<file path="src/spdc_pkg.sv">
// Constants for the serial-programmed PLL divider core
package spdc_pkg;
  localparam int unsigned REF_W        = 16;
  localparam int unsigned MAIN_W       = 10;
  localparam int unsigned SHIFT_W      = 17;
  localparam int unsigned PRE_LO       = 64;
  localparam int unsigned PRE_W        = 7;
  localparam logic [15:0] REF_RST      = 16'h0005;
  localparam logic [9:0]  MAIN_RST     = 10'h005;
  localparam int unsigned LOCK_TOL_CYC = 2;
endpackage : spdc_pkg

</file>
<file path="src/spdc_core.sv">
// Serial-programmed PLL divider core: serial loader, dividers, phase comparator
`timescale 1ns/100ps
`default_nettype none
module spdc_core #(
  parameter int unsigned LOCK_TOL = spdc_pkg::LOCK_TOL_CYC
) (
  // Clock and control
  input  wire logic clk_sys_i,
  input  wire logic sys_rst_i,
  input  wire logic ce_i,
  // Serial programming link
  input  wire logic ser_clk_i,
  input  wire logic ser_data_i,
  input  wire logic load_strobe_i,
  // Frequency inputs
  input  wire logic osc_i,
  input  wire logic vco_i,
  // Monitors and lock
  output logic      ref_divider_monitor_o,
  output logic      main_divider_monitor_o,
  output logic      lock_indicator_o,
  // Passive filter pump (three-state)
  output logic      pump_pas_o,
  output logic      pump_pas_oe_o,
  // Active filter pump (three-state)
  output logic      pump_act_o,
  output logic      pump_act_oe_o
);
  // ****************************************
  // State
  // ****************************************
  typedef struct packed {
    logic [2:0]                   sclk_sy;
    logic [1:0]                   sdat_sy;
    logic [1:0]                   le_sy;
    logic [2:0]                   osc_sy;
    logic [2:0]                   vco_sy;
    logic [spdc_pkg::SHIFT_W-1:0] shreg;
    logic [spdc_pkg::REF_W-1:0]   ref_lat;
    logic [spdc_pkg::MAIN_W-1:0]  main_lat;
    logic [spdc_pkg::PRE_W-1:0]   pre_cnt;
    logic                         pre_pulse;
    logic                         ref_mon;
    logic                         main_mon;
    logic                         up;
    logic                         dn;
    logic [3:0]                   err_cnt;
    logic                         lock;
  } spdc_st_t;

  spdc_st_t st_ff;
  spdc_st_t nxt_st;
  logic     ref_pulse;
  logic     main_pulse;

  function automatic logic rise(input logic [2:0] s);
    rise = s[1] & ~s[2];
  endfunction : rise

  // ****************************************
  // Dividers
  // ****************************************
  spdc_divider #(.W(spdc_pkg::REF_W)) u_ref_div (
    .clk_sys_i (clk_sys_i),
    .sys_rst_i (sys_rst_i),
    .ce_i      (ce_i),
    .tick_i    (rise(st_ff.osc_sy)),
    .factor_i  (st_ff.ref_lat),
    .pulse_o   (ref_pulse)
  );

  spdc_divider #(.W(spdc_pkg::MAIN_W)) u_main_div (
    .clk_sys_i (clk_sys_i),
    .sys_rst_i (sys_rst_i),
    .ce_i      (ce_i),
    .tick_i    (st_ff.pre_pulse),
    .factor_i  (st_ff.main_lat),
    .pulse_o   (main_pulse)
  );

  // ****************************************
  // Next state
  // ****************************************
  always_comb begin
    nxt_st         = st_ff;
    // Stage 0 is only read by stage 1
    nxt_st.sclk_sy = {st_ff.sclk_sy[1:0], ser_clk_i};
    nxt_st.sdat_sy = {st_ff.sdat_sy[0], ser_data_i};
    nxt_st.le_sy   = {st_ff.le_sy[0], load_strobe_i};
    nxt_st.osc_sy  = {st_ff.osc_sy[1:0], osc_i};
    nxt_st.vco_sy  = {st_ff.vco_sy[1:0], vco_i};

    // Data is taken from stage 1, the same synchronizer stage at which the clock edge is seen
    if (rise(st_ff.sclk_sy)) begin
      nxt_st.shreg = {st_ff.shreg[spdc_pkg::SHIFT_W-2:0], st_ff.sdat_sy[1]};
    end

    // Latches track the shift register while the strobe stays high
    if (st_ff.le_sy[1]) begin
      if (st_ff.shreg[0]) begin
        nxt_st.ref_lat = st_ff.shreg[spdc_pkg::REF_W:1];
      end else begin
        nxt_st.main_lat = st_ff.shreg[spdc_pkg::MAIN_W:1];
      end
    end

    // Fixed 64 modulus; the swallow option is unused without a swallow counter
    nxt_st.pre_pulse = 1'b0;
    if (rise(st_ff.vco_sy)) begin
      if (st_ff.pre_cnt == spdc_pkg::PRE_W'(spdc_pkg::PRE_LO - 1)) begin
        nxt_st.pre_cnt   = '0;
        nxt_st.pre_pulse = 1'b1;
      end else begin
        nxt_st.pre_cnt = st_ff.pre_cnt + spdc_pkg::PRE_W'(1);
      end
    end

    // Divided outputs held high for one cycle per edge
    nxt_st.ref_mon  = ref_pulse;
    nxt_st.main_mon = main_pulse;

    // Tri-state phase/frequency detector
    if (ref_pulse && main_pulse) begin
      nxt_st.up = 1'b0;
      nxt_st.dn = 1'b0;
    end else if (ref_pulse) begin
      nxt_st.up = ~st_ff.dn;
      nxt_st.dn = 1'b0;
    end else if (main_pulse) begin
      nxt_st.dn = ~st_ff.up;
      nxt_st.up = 1'b0;
    end

    // Lock: low while the error window is wider than tolerance
    if (st_ff.up || st_ff.dn) begin
      if (st_ff.err_cnt != 4'hf) begin
        nxt_st.err_cnt = st_ff.err_cnt + 4'h1;
      end
    end else begin
      nxt_st.err_cnt = 4'h0;
    end
    nxt_st.lock = ~((st_ff.up || st_ff.dn) && (st_ff.err_cnt >= 4'(LOCK_TOL)));
  end

  always_ff @(posedge clk_sys_i) begin
    if (sys_rst_i) begin
      st_ff          <= '0;
      st_ff.ref_lat  <= spdc_pkg::REF_RST;
      st_ff.main_lat <= spdc_pkg::MAIN_RST;
      st_ff.lock     <= 1'b1;
    end else if (ce_i) begin
      st_ff <= nxt_st;
    end
  end

  // ****************************************
  // Outputs
  // ****************************************
  assign ref_divider_monitor_o  = st_ff.ref_mon;
  assign main_divider_monitor_o = st_ff.main_mon;
  assign lock_indicator_o       = st_ff.lock;
  assign pump_pas_o             = st_ff.up;
  assign pump_pas_oe_o          = st_ff.up | st_ff.dn;
  assign pump_act_o             = st_ff.dn;
  assign pump_act_oe_o          = st_ff.up | st_ff.dn;

  // ****************************************
  // Checks
  // ****************************************
  property p_shift;
    @(posedge clk_sys_i) disable iff (sys_rst_i)
      (ce_i && rise(st_ff.sclk_sy)) |=> st_ff.shreg[0] == $past(st_ff.sdat_sy[1]);
  endproperty
  a_shift: assert property (p_shift) else $error("Shift missed bit");

  property p_ref_load;
    @(posedge clk_sys_i) disable iff (sys_rst_i)
      (ce_i && st_ff.le_sy[1] && st_ff.shreg[0]) |=> st_ff.ref_lat == $past(st_ff.shreg[16:1]);
  endproperty
  a_ref_load: assert property (p_ref_load) else $error("Reference latch not loaded");

  property p_main_load;
    @(posedge clk_sys_i) disable iff (sys_rst_i)
      (ce_i && st_ff.le_sy[1] && !st_ff.shreg[0])
        |=> st_ff.main_lat == $past(st_ff.shreg[10:1]) && $stable(st_ff.ref_lat);
  endproperty
  a_main_load: assert property (p_main_load) else $error("Main latch load wrong");

  property p_hold;
    @(posedge clk_sys_i) disable iff (sys_rst_i)
      !st_ff.le_sy[1] |=> $stable(st_ff.ref_lat) && $stable(st_ff.main_lat);
  endproperty
  a_hold: assert property (p_hold) else $error("Latch changed without strobe");

  property p_pre;
    @(posedge clk_sys_i) disable iff (sys_rst_i)
      st_ff.pre_pulse |-> $past(st_ff.pre_cnt) == 7'h3f;
  endproperty
  a_pre: assert property (p_pre) else $error("Prescaler modulus wrong");

  property p_mon;
    @(posedge clk_sys_i) disable iff (sys_rst_i)
      ce_i && ref_pulse |=> ref_divider_monitor_o;
  endproperty
  a_mon: assert property (p_mon) else $error("Reference monitor missed");

  property p_mmon;
    @(posedge clk_sys_i) disable iff (sys_rst_i)
      ce_i && main_pulse |=> main_divider_monitor_o;
  endproperty
  a_mmon: assert property (p_mmon) else $error("Main monitor missed");

  property p_pump;
    @(posedge clk_sys_i) disable iff (sys_rst_i)
      pump_pas_oe_o |-> pump_act_o == !pump_pas_o && pump_act_oe_o;
  endproperty
  a_pump: assert property (p_pump) else $error("Pump polarity wrong");

  property p_float;
    @(posedge clk_sys_i) disable iff (sys_rst_i)
      !(st_ff.up || st_ff.dn) |-> !pump_pas_oe_o;
  endproperty
  a_float: assert property (p_float) else $error("Pump not floating");
endmodule : spdc_core
`default_nettype wire

</file>
<file path="src/spdc_divider.sv">
// Programmable counter that emits a one-cycle pulse every factor input events
`timescale 1ns/100ps
`default_nettype none
module spdc_divider #(
  parameter int unsigned W = 16
) (
  // Clock and control
  input  wire logic         clk_sys_i,
  input  wire logic         sys_rst_i,
  input  wire logic         ce_i,
  // Count events
  input  wire logic         tick_i,
  input  wire logic [W-1:0] factor_i,
  // Output
  output logic              pulse_o
);
  typedef struct packed {
    logic [W-1:0] cnt;
    logic         pulse;
  } spdc_div_st_t;

  spdc_div_st_t st_ff;
  spdc_div_st_t nxt_st;

  always_comb begin
    nxt_st       = st_ff;
    nxt_st.pulse = 1'b0;
    if (tick_i) begin
      // Reload picks up a newly latched factor only at terminal count
      if (st_ff.cnt <= W'(1)) begin
        nxt_st.cnt   = factor_i;
        nxt_st.pulse = 1'b1;
      end else begin
        nxt_st.cnt = st_ff.cnt - W'(1);
      end
    end
  end

  always_ff @(posedge clk_sys_i) begin
    if (sys_rst_i) begin
      st_ff <= '0;
    end else if (ce_i) begin
      st_ff <= nxt_st;
    end
  end

  assign pulse_o = st_ff.pulse;
endmodule : spdc_divider
`default_nettype wire

</file>
<file path="config.mk">
export PLATFORM = sky130hd
export DESIGN_NAME = spdc_core
export DESIGN_NICKNAME = d
export VERILOG_FILES = /design/src/spdc_pkg.sv /design/src/spdc_core.sv /design/src/spdc_divider.sv
export SDC_FILE = /design/constraint.sdc
export NUM_CORES = 1
export LEC_CHECK = 0
export ABC_AREA = 1
export BUFFER_PORTS_ARGS = -buffer_cell sky130_fd_sc_hd__buf_2
export CORE_UTILIZATION = 59
export DETAILED_ROUTE_END_ITERATION = 6
export GPL_TIMING_DRIVEN = 1
export PLACE_DENSITY = 0.73
export SYNTH_ARGS = -nofsm -noshare
export SYNTH_HDL_FRONTEND = slang
export SYNTH_SLANG_ARGS = --single-unit
</file>
<file path="constraint.sdc">
create_clock -name clk_sys_i -period 2.3 [get_ports clk_sys_i]
set_clock_uncertainty 0.15 [all_clocks]
set_input_delay 0.23 -clock clk_sys_i [delete_from_list [all_inputs] [get_ports clk_sys_i]]
set_output_delay 0.23 -clock clk_sys_i [all_outputs]
set_load 0.02 [all_outputs]
</file>
==> results by group, run 1 <==
Run status
  – Outcome: complete, no violations

Floorplan
  – Core area: 0.007727 mm²
  – # rows: 32
  – Initial Util: 61.04%
  – Die X: 91.42 µm
  – Die H: 91.42 µm
  – Die area: 0.008357 mm²
  – IO Pins: 15

Place
  – DPL Wire Length: 7.071 mm
  – RD Place Congestion: 0.9458
  – Dpl cells: 780
  – Port Buffer Count: 14

Hold path
  – Hold_sp: ce_i
  – Hold path cells: 3
  – Hold WC Path Type: in -> reg
  – Worst hold endpoint: st_ff[65]$_SDFFE_PP0P_

Global routing
  – Largest net degree at the start of global routing: 30
  – Remaining Overflow, GRT: 0
  – Total GRT Usage: 25.45%
  – Initial antenna violation count: 0
  – Vias in the first global route: 3846
  – First-pass GRT wire length: 17.15 mm

Timing
  – Worst slew margin: 56.16%
  – Hold Fails Final Rpt: 0
  – RSZ-0062 raised after global routing: false
  – Slew of the pin with the lowest slew margin: 0.6552 ns
  – Fin crit period: 1.911 ns
  – Hold WS: 0.08966 ns
  – Max Slew Vio Count: 0
  – # setup viols final: 0
  – Fin crit share: 83.07%
  – Achievable clock frequency: 523.4 MHz
  – Setup TNS: 0 ns

Yosys
  – Synth Flop Type: dfxtp_1
  – EDFF count, synth: 0
  – Net Count, Synth: 692
  – Mapped Area: 0.004717 mm²
  – Library cells used by synthesis: 32
  – YS warnings: 0
  – Asr flop ratio synth: 0%
  – Cells after Synth: 677
  – Synthesized area per cell: 6.968 µm²
  – FF+latch count, synth: 101
  – Register area share after synthesis: 42.86%

Worst setup path
  – CP arrival: 2.04 ns
  – R2r startpoint: u_ref_div.st_ff[1]$_SDFFE_PP0P_
  – Reg2reg setup slack: 0.39 ns
  – Worst Path Required: 2.43 ns
  – Crit end category: flop
  – Most frequent CP cell: inv_1
  – Max stage delay cell, worst path: dfxtp_1
  – CP max stage delay: 0.37 ns
  – Critical path launch point type: flop
  – Critical path type: reg -> reg
  – Worst Path Max Fanout: 8
  – Reg2reg path depth: 11
  – Reg2reg end: u_ref_div.st_ff[2]$_SDFFE_PP0P_
  – Critical path, cell by cell: inv_1, ha_1, inv_1, nand2_1, nand3_1, nor2_2, nand2_2, a21oi_1, o21ai_1, nand2_1, inv_1

Detailed routing
  – Residual DRC count: 0
  – Initial DRC count: 218
  – Routed vias: 4214
  – Iteration count of the initial detailed-routing pass: 4
  – Final wirelength: 9.942 mm
  – WL per Instance: 12.41 µm
  – Number of vias per cell: 5.261
  – Final ANT Viol Nets: 0

CTS
  – Resize count post-CTS: 0
  – TritonCTS clock tree: built
  – Post-CTS Setup Bufs: 0
  – Clock Latency Late Sink: 0.37 ns
  – Sink Count: 101
  – TritonCTS Buffers: 9
  – Clk root buf: clkbuf_8
  – Max Buffers Root-to-Sink: 2
  – CTS H-Tree Depth: 3
  – Worst-path clk slew: 0.11 ns

Cells and area
  – P&R area growth vs syn: 8.886%
  – Inserted Diodes: 0
  – FILL cells: 722
  – Final core utilization: 66.47%
  – Final std cells w/o fill: 801
  – Layout cells sized above 1: 10.59%
  – Post-layout nets: 709

Pwr
  – Maximum vdd drop: 0.0004478 V
  – Final Total Pwr: 3.610 mW
  – Static leakage: 2.410 nW
  – Pwr dens: 702.9 mW/mm²

Run
  – Max-Cap Viols: 0
==> critical path, delay by kind of cell (launching register included) <==
| family | cells | cell delay, ns |
|---|---|---|
| and+or+nand+nor | 5 | 0.57 |
| AOI/OAI and AO/OA | 2 | 0.22 |
| buffers and inverters | 3 | 0.27 |
| adders and majority gates | 1 | 0.25 |
| DFF | 1 | 0.37 |
==> through the flow <==
| step | area (µm²) | setup slack [ns] |
|---|---|---|
| 2_1_floorplan | 4717 | 0.6280 |
| 6_report | 5136 | 0.3893 |
| 4_1_cts | 5136 | 0.3992 |
| 3_3_place_gp | 4890 | 0.4905 |
| 3_5_place_dp | 4890 | 0.4178 |
| 5_1_grt | 5136 | 0.1549 |
==> Yosys cell counts, types with 10 or more instances <==
cell | n | area (µm²)
a21oi_1 | 43 | 215.2
clkbuf_1 | 13 | 48.80
dfxtp_1 | 101 | 2022
inv_1 | 60 | 225.2
nand2_1 | 136 | 510.5
nand3_1 | 37 | 185.2
nand4_1 | 14 | 87.58
nor2_1 | 133 | 499.2
nor2_2 | 10 | 62.56
o21ai_0 | 55 | 275.3
o21ai_1 | 10 | 50.05
==> cell usage in the layout (no fill, tap or decap) <==
cell,n
a211oi_1,3
a21boi_0,1
a21oi_1,43
a21oi_4,1
a311oi_1,1
and2_1,2
buf_12,1
buf_2,14
buf_4,9
clkbuf_8,9
clkinv_1,1
clkinv_2,1
clkinv_8,2
clkinvlp_4,2
dfxtp_1,101
dlygate4sd3_1,5
ha_1,7
inv_1,60
inv_2,7
inv_6,1
inv_8,1
nand2_1,136
nand2_2,7
nand3_1,37
nand3_4,2
nand3b_1,6
nand4_1,14
nor2_1,133
nor2_2,10
nor2_4,6
nor2_8,1
nor3_1,3
o21a_1,1
o21ai_0,55
o21ai_1,10
o41ai_1,1
xor2_1,5
==> routing by layer <==
metal  track usage, %  wire, µm  vias to the layer above
met2            41.85      4590                       89
met4            6.614        84                        0
met5                0         0                        -
met1            33.60      4803                     1917
met3            5.779       463                        7
li1                 -         -                     2201
==> state kept, by name, summed over array words and instances, names as in the netlist <==
signal / flops
u_ref_div.pulse_o: 1
lock_indicator_o: 1
ref_divider_monitor_o: 1
pump_pas_o: 1
pump_act_o: 1
nxt_st: 8
u_main_div.st_ff: 10
st_ff: 60
u_main_div.pulse_o: 1
u_ref_div.st_ff: 16
main_divider_monitor_o: 1
==> worst max path at each step <==
stage                                               start                              end  cells past startpoint
after CTS                 u_ref_div.st_ff[1]$_SDFFE_PP0P_  u_ref_div.st_ff[2]$_SDFFE_PP0P_                     11
final                     u_ref_div.st_ff[1]$_SDFFE_PP0P_  u_ref_div.st_ff[2]$_SDFFE_PP0P_                     11
after global placement    u_ref_div.st_ff[1]$_SDFFE_PP0P_  u_ref_div.st_ff[2]$_SDFFE_PP0P_                     11
after floorplan           u_ref_div.st_ff[1]$_SDFFE_PP0P_  u_ref_div.st_ff[2]$_SDFFE_PP0P_                     11
after detailed placement  u_ref_div.st_ff[1]$_SDFFE_PP0P_  u_ref_div.st_ff[2]$_SDFFE_PP0P_                     11
after global routing      u_ref_div.st_ff[1]$_SDFFE_PP0P_  u_ref_div.st_ff[2]$_SDFFE_PP0P_                     11
==> where the power goes <==
group          switching [mW]  internal (mW)
logic                   0.435          0.218
clock network           0.669          0.421
registers              0.0555           1.81
==> cells by family after synthesis <==
logic type	synth area share, %
xor gates and xnor gates	0.9283
DFF	42.86
AOI/OAI and AO/OA	12.97
adders and majority gates	1.857
buffers and inverters	7.799
and+or+nand+nor	33.58
==> layout make-up <==
cell class / instances / area, µm² / share of cell area (%)
Tap cell: 102 / 127.6 / 2.485
Inverter: 68 / 255.2 / 4.970
Timing Repair Buffer: 29 / 207.7 / 4.044
Sequential cell: 101 / 2022 / 39.37
Multi-Input combinational cell: 485 / 2327 / 45.31
Clock buffer: 9 / 123.9 / 2.412
Clock inverter: 7 / 72.57 / 1.413
==> timing repair <==
item / CTS / global route
hold endpoints to repair: 5 / 0
endpoints found under the setup margin: 0 / 0
hold buffers: 5 / 0
No activity file was read; power rests on OpenSTA's default activity.
==> inputs of run 2 (changes only) <==
CORE_UTILIZATION = 56   (was 59)
clock period = 1.7 ns   (was 2.3 ns; I/O delays follow)
==> run 2 against run 1 <==
Against the previous run: clock power increased by 33%; core utilization fell by 0.78 points; worst hold slack improved by 0.040 ns; wire length is 5.0% higher; cell count is 3.0% higher; non-clock buffer count rose by 21; first-iteration DRC count increased by 18%; combinational power up 56%; flip-flop and latch count is the same; critical endpoint unchanged; highest routed layer unchanged.
==> results by group, run 2 (same netlist as run 1, synthesis figures left out) <==
Timing
  – Fin crit share: 94.76%
  – RSZ-0062 raised after global routing: true
  – Worst slew margin: 62.76%
  – Fin crit period: 1.611 ns
  – Hold Fails Final Rpt: 0
  – Setup TNS: 0 ns
  – Final setup margin: 0.08914 ns
  – Achievable clock frequency: 620.8 MHz
  – Slew of the pin with the lowest slew margin: 0.5580 ns
  – Max Slew Vio Count: 0
  – # setup viols final: 0

Cells and area
  – Inserted Diodes: 0
  – Layout cells sized above 1: 15.28%
  – Largest register FFs: 60
  – Largest register by flop count: st_ff
  – Multi-input gate area: 0.002391 mm²
  – P&R area growth vs syn: 13.85%
  – Final std cells w/o fill: 825
  – Largest regs: st_ff (60), u_ref_div.st_ff (16), u_main_div.st_ff (10)
  – Area occupied by registers: 0.002029 mm²
  – Commonest non-fill, non-tap cell in the layout: nand2_1
  – Post-layout nets: 730
  – FILL cells: 751
  – Most frequent cells in the layout: nand2_1 (135), nor2_1 (129), dfxtp_1 (97)
  – Finished layout cell area: 0.005370 mm²

Worst setup path
  – CP arrival: 1.73 ns
  – Critical path type: reg -> reg
  – Worst Path Max Fanout: 8
  – Reg2reg path depth: 11
  – R2r startpoint: u_ref_div.st_ff[1]$_SDFFE_PP0P_
  – Critical path launch point type: flop
  – Reg2reg end: u_ref_div.st_ff[2]$_SDFFE_PP0P_
  – Reg2reg setup slack: 0.09 ns
  – Worst Path Required: 1.82 ns
  – Crit end category: flop

Detailed routing
  – Initial DRC count: 257
  – WL per Instance: 12.65 µm
  – Final wirelength: 10.44 mm
  – Iteration count of the initial detailed-routing pass: 5
  – Routed vias: 4367
  – Residual DRC count: 0
  – Number of vias per cell: 5.293
  – Final ANT Viol Nets: 0

Global routing
  – Total GRT Usage: 24.80%
  – First-pass GRT wire length: 17.20 mm
  – Vias in the first global route: 3853
  – GR Util met3: 5.016%
  – Most heavily used metal layer in global routing: met2
  – Remaining Overflow, GRT: 0
  – GR Util met2: 41.91%
  – Initial antenna violation count: 0
  – Grt met1 use: 32.09%
  – Largest net degree at the start of global routing: 30

CTS
  – Clock Latency Late Sink: 0.37 ns
  – Worst-path clk slew: 0.11 ns
  – Sink Count: 101
  – Max Buffers Root-to-Sink: 2
  – CTS H-Tree Depth: 3
  – TritonCTS clock tree: built
  – TritonCTS Buffers: 9
  – Clk root buf: clkbuf_8

Place
  – Port Buffer Count: 14
  – Post-Place Cell Area: 0.005014 mm²
  – Dpl cells: 799
  – DPL Wire Length: 7.377 mm
  – RD Place Congestion: 0.8751
  – Pre-CTS WS: 0.04353 ns

Hold path
  – Hold WC Path Type: in -> reg
  – Worst hold endpoint: st_ff[69]$_SDFFE_PP0P_
  – Hold path cells: 4
  – Hold_sp: ce_i

Floorplan
  – Core area: 0.008175 mm²
  – Initial Util: 57.70%
  – # rows: 33
  – Die area: 0.008795 mm²
  – Die X: 93.78 µm
  – Die H: 93.78 µm
  – IO Pins: 15

Pwr
  – Final Total Pwr: 4.990 mW
  – Maximum vdd drop: 0.0005532 V
  – Pwr dens: 929.2 mW/mm²
  – Static leakage: 2.524 nW

Run status
  – Outcome: complete, no violations

Run
  – Max-Cap Viols: 0
## run 2: per-layer routing
metal	vias to the layer above	wire length, µm
met4	0	114
met3	10	450
met2	95	4973
li1	2248	-
met1	2014	4897
met5	-	0
## run 2: how the worst max path moves through the flow
stage / start / endpoint / slack (ns) / cells after the start
floorplan: u_ref_div.st_ff[1]$_SDFFE_PP0P_ / u_ref_div.st_ff[2]$_SDFFE_PP0P_ / 0.03 / 11
global placement: u_ref_div.st_ff[2]$_SDFFE_PP0P_ / u_ref_div.st_ff[2]$_SDFFE_PP0P_ / 0.09 / 11
detailed placement: u_ref_div.st_ff[2]$_SDFFE_PP0P_ / u_ref_div.st_ff[2]$_SDFFE_PP0P_ / 0.04 / 11
CTS: u_ref_div.st_ff[2]$_SDFFE_PP0P_ / u_ref_div.st_ff[2]$_SDFFE_PP0P_ / 0.007 / 11
global route: u_main_div.st_ff[1]$_SDFFE_PP0P_ / u_main_div.st_ff[9]$_SDFFE_PP0P_ / -0.02 / 8
finish: u_ref_div.st_ff[1]$_SDFFE_PP0P_ / u_ref_div.st_ff[2]$_SDFFE_PP0P_ / 0.09 / 11
## run 2: cell type report
type / instances / share of cell area [%]
Inverter: 68 / 4.893
Multi-Input combinational cell: 485 / 44.52
Clock inverter: 6 / 0.9786
Timing Repair Buffer: 50 / 6.990
Clock buffer: 10 / 2.377
Tap cell: 105 / 2.446
Sequential cell: 101 / 37.79
## run 2: what timing repair did
item                                    CTS  global route
buffers inserted                          0             4
endpoints found under the setup margin    0            26
resized for setup                         0            28
hold buffers                              6             0
hold endpoints to repair                  6             0
## run 2: power by group
part	internal (mW)	switching (mW)	total (mW)	leakage (nW)
Sequential	2.45	0.0747	2.53	0.822
Combinational	0.378	0.639	1.02	1.61
Clock	0.562	0.884	1.45	0.0911
Total	3.39	1.60	4.99	2.52
## run 2: through the flow
stage          util [%]  hold slack (ns)
6_report          65.69           0.1300
5_1_grt           65.69           0.1288
4_1_cts           64.26           0.1120
3_5_place_dp      61.33           0.2531
3_3_place_gp      61.33           0.2442
2_1_floorplan         -           0.1549
## run 2: worst max-delay path, cell delays in order (launching register included)
cell and delay [ns]:
dfxtp_4 0.38, inv_4 0.06, ha_4 0.13, inv_2 0.05
nand2_1 0.08, nand3_2 0.08, nor2_4 0.17, nand2_4 0.10
a21oi_1 0.13, o21ai_1 0.08, nand2_1 0.06, inv_1 0.03
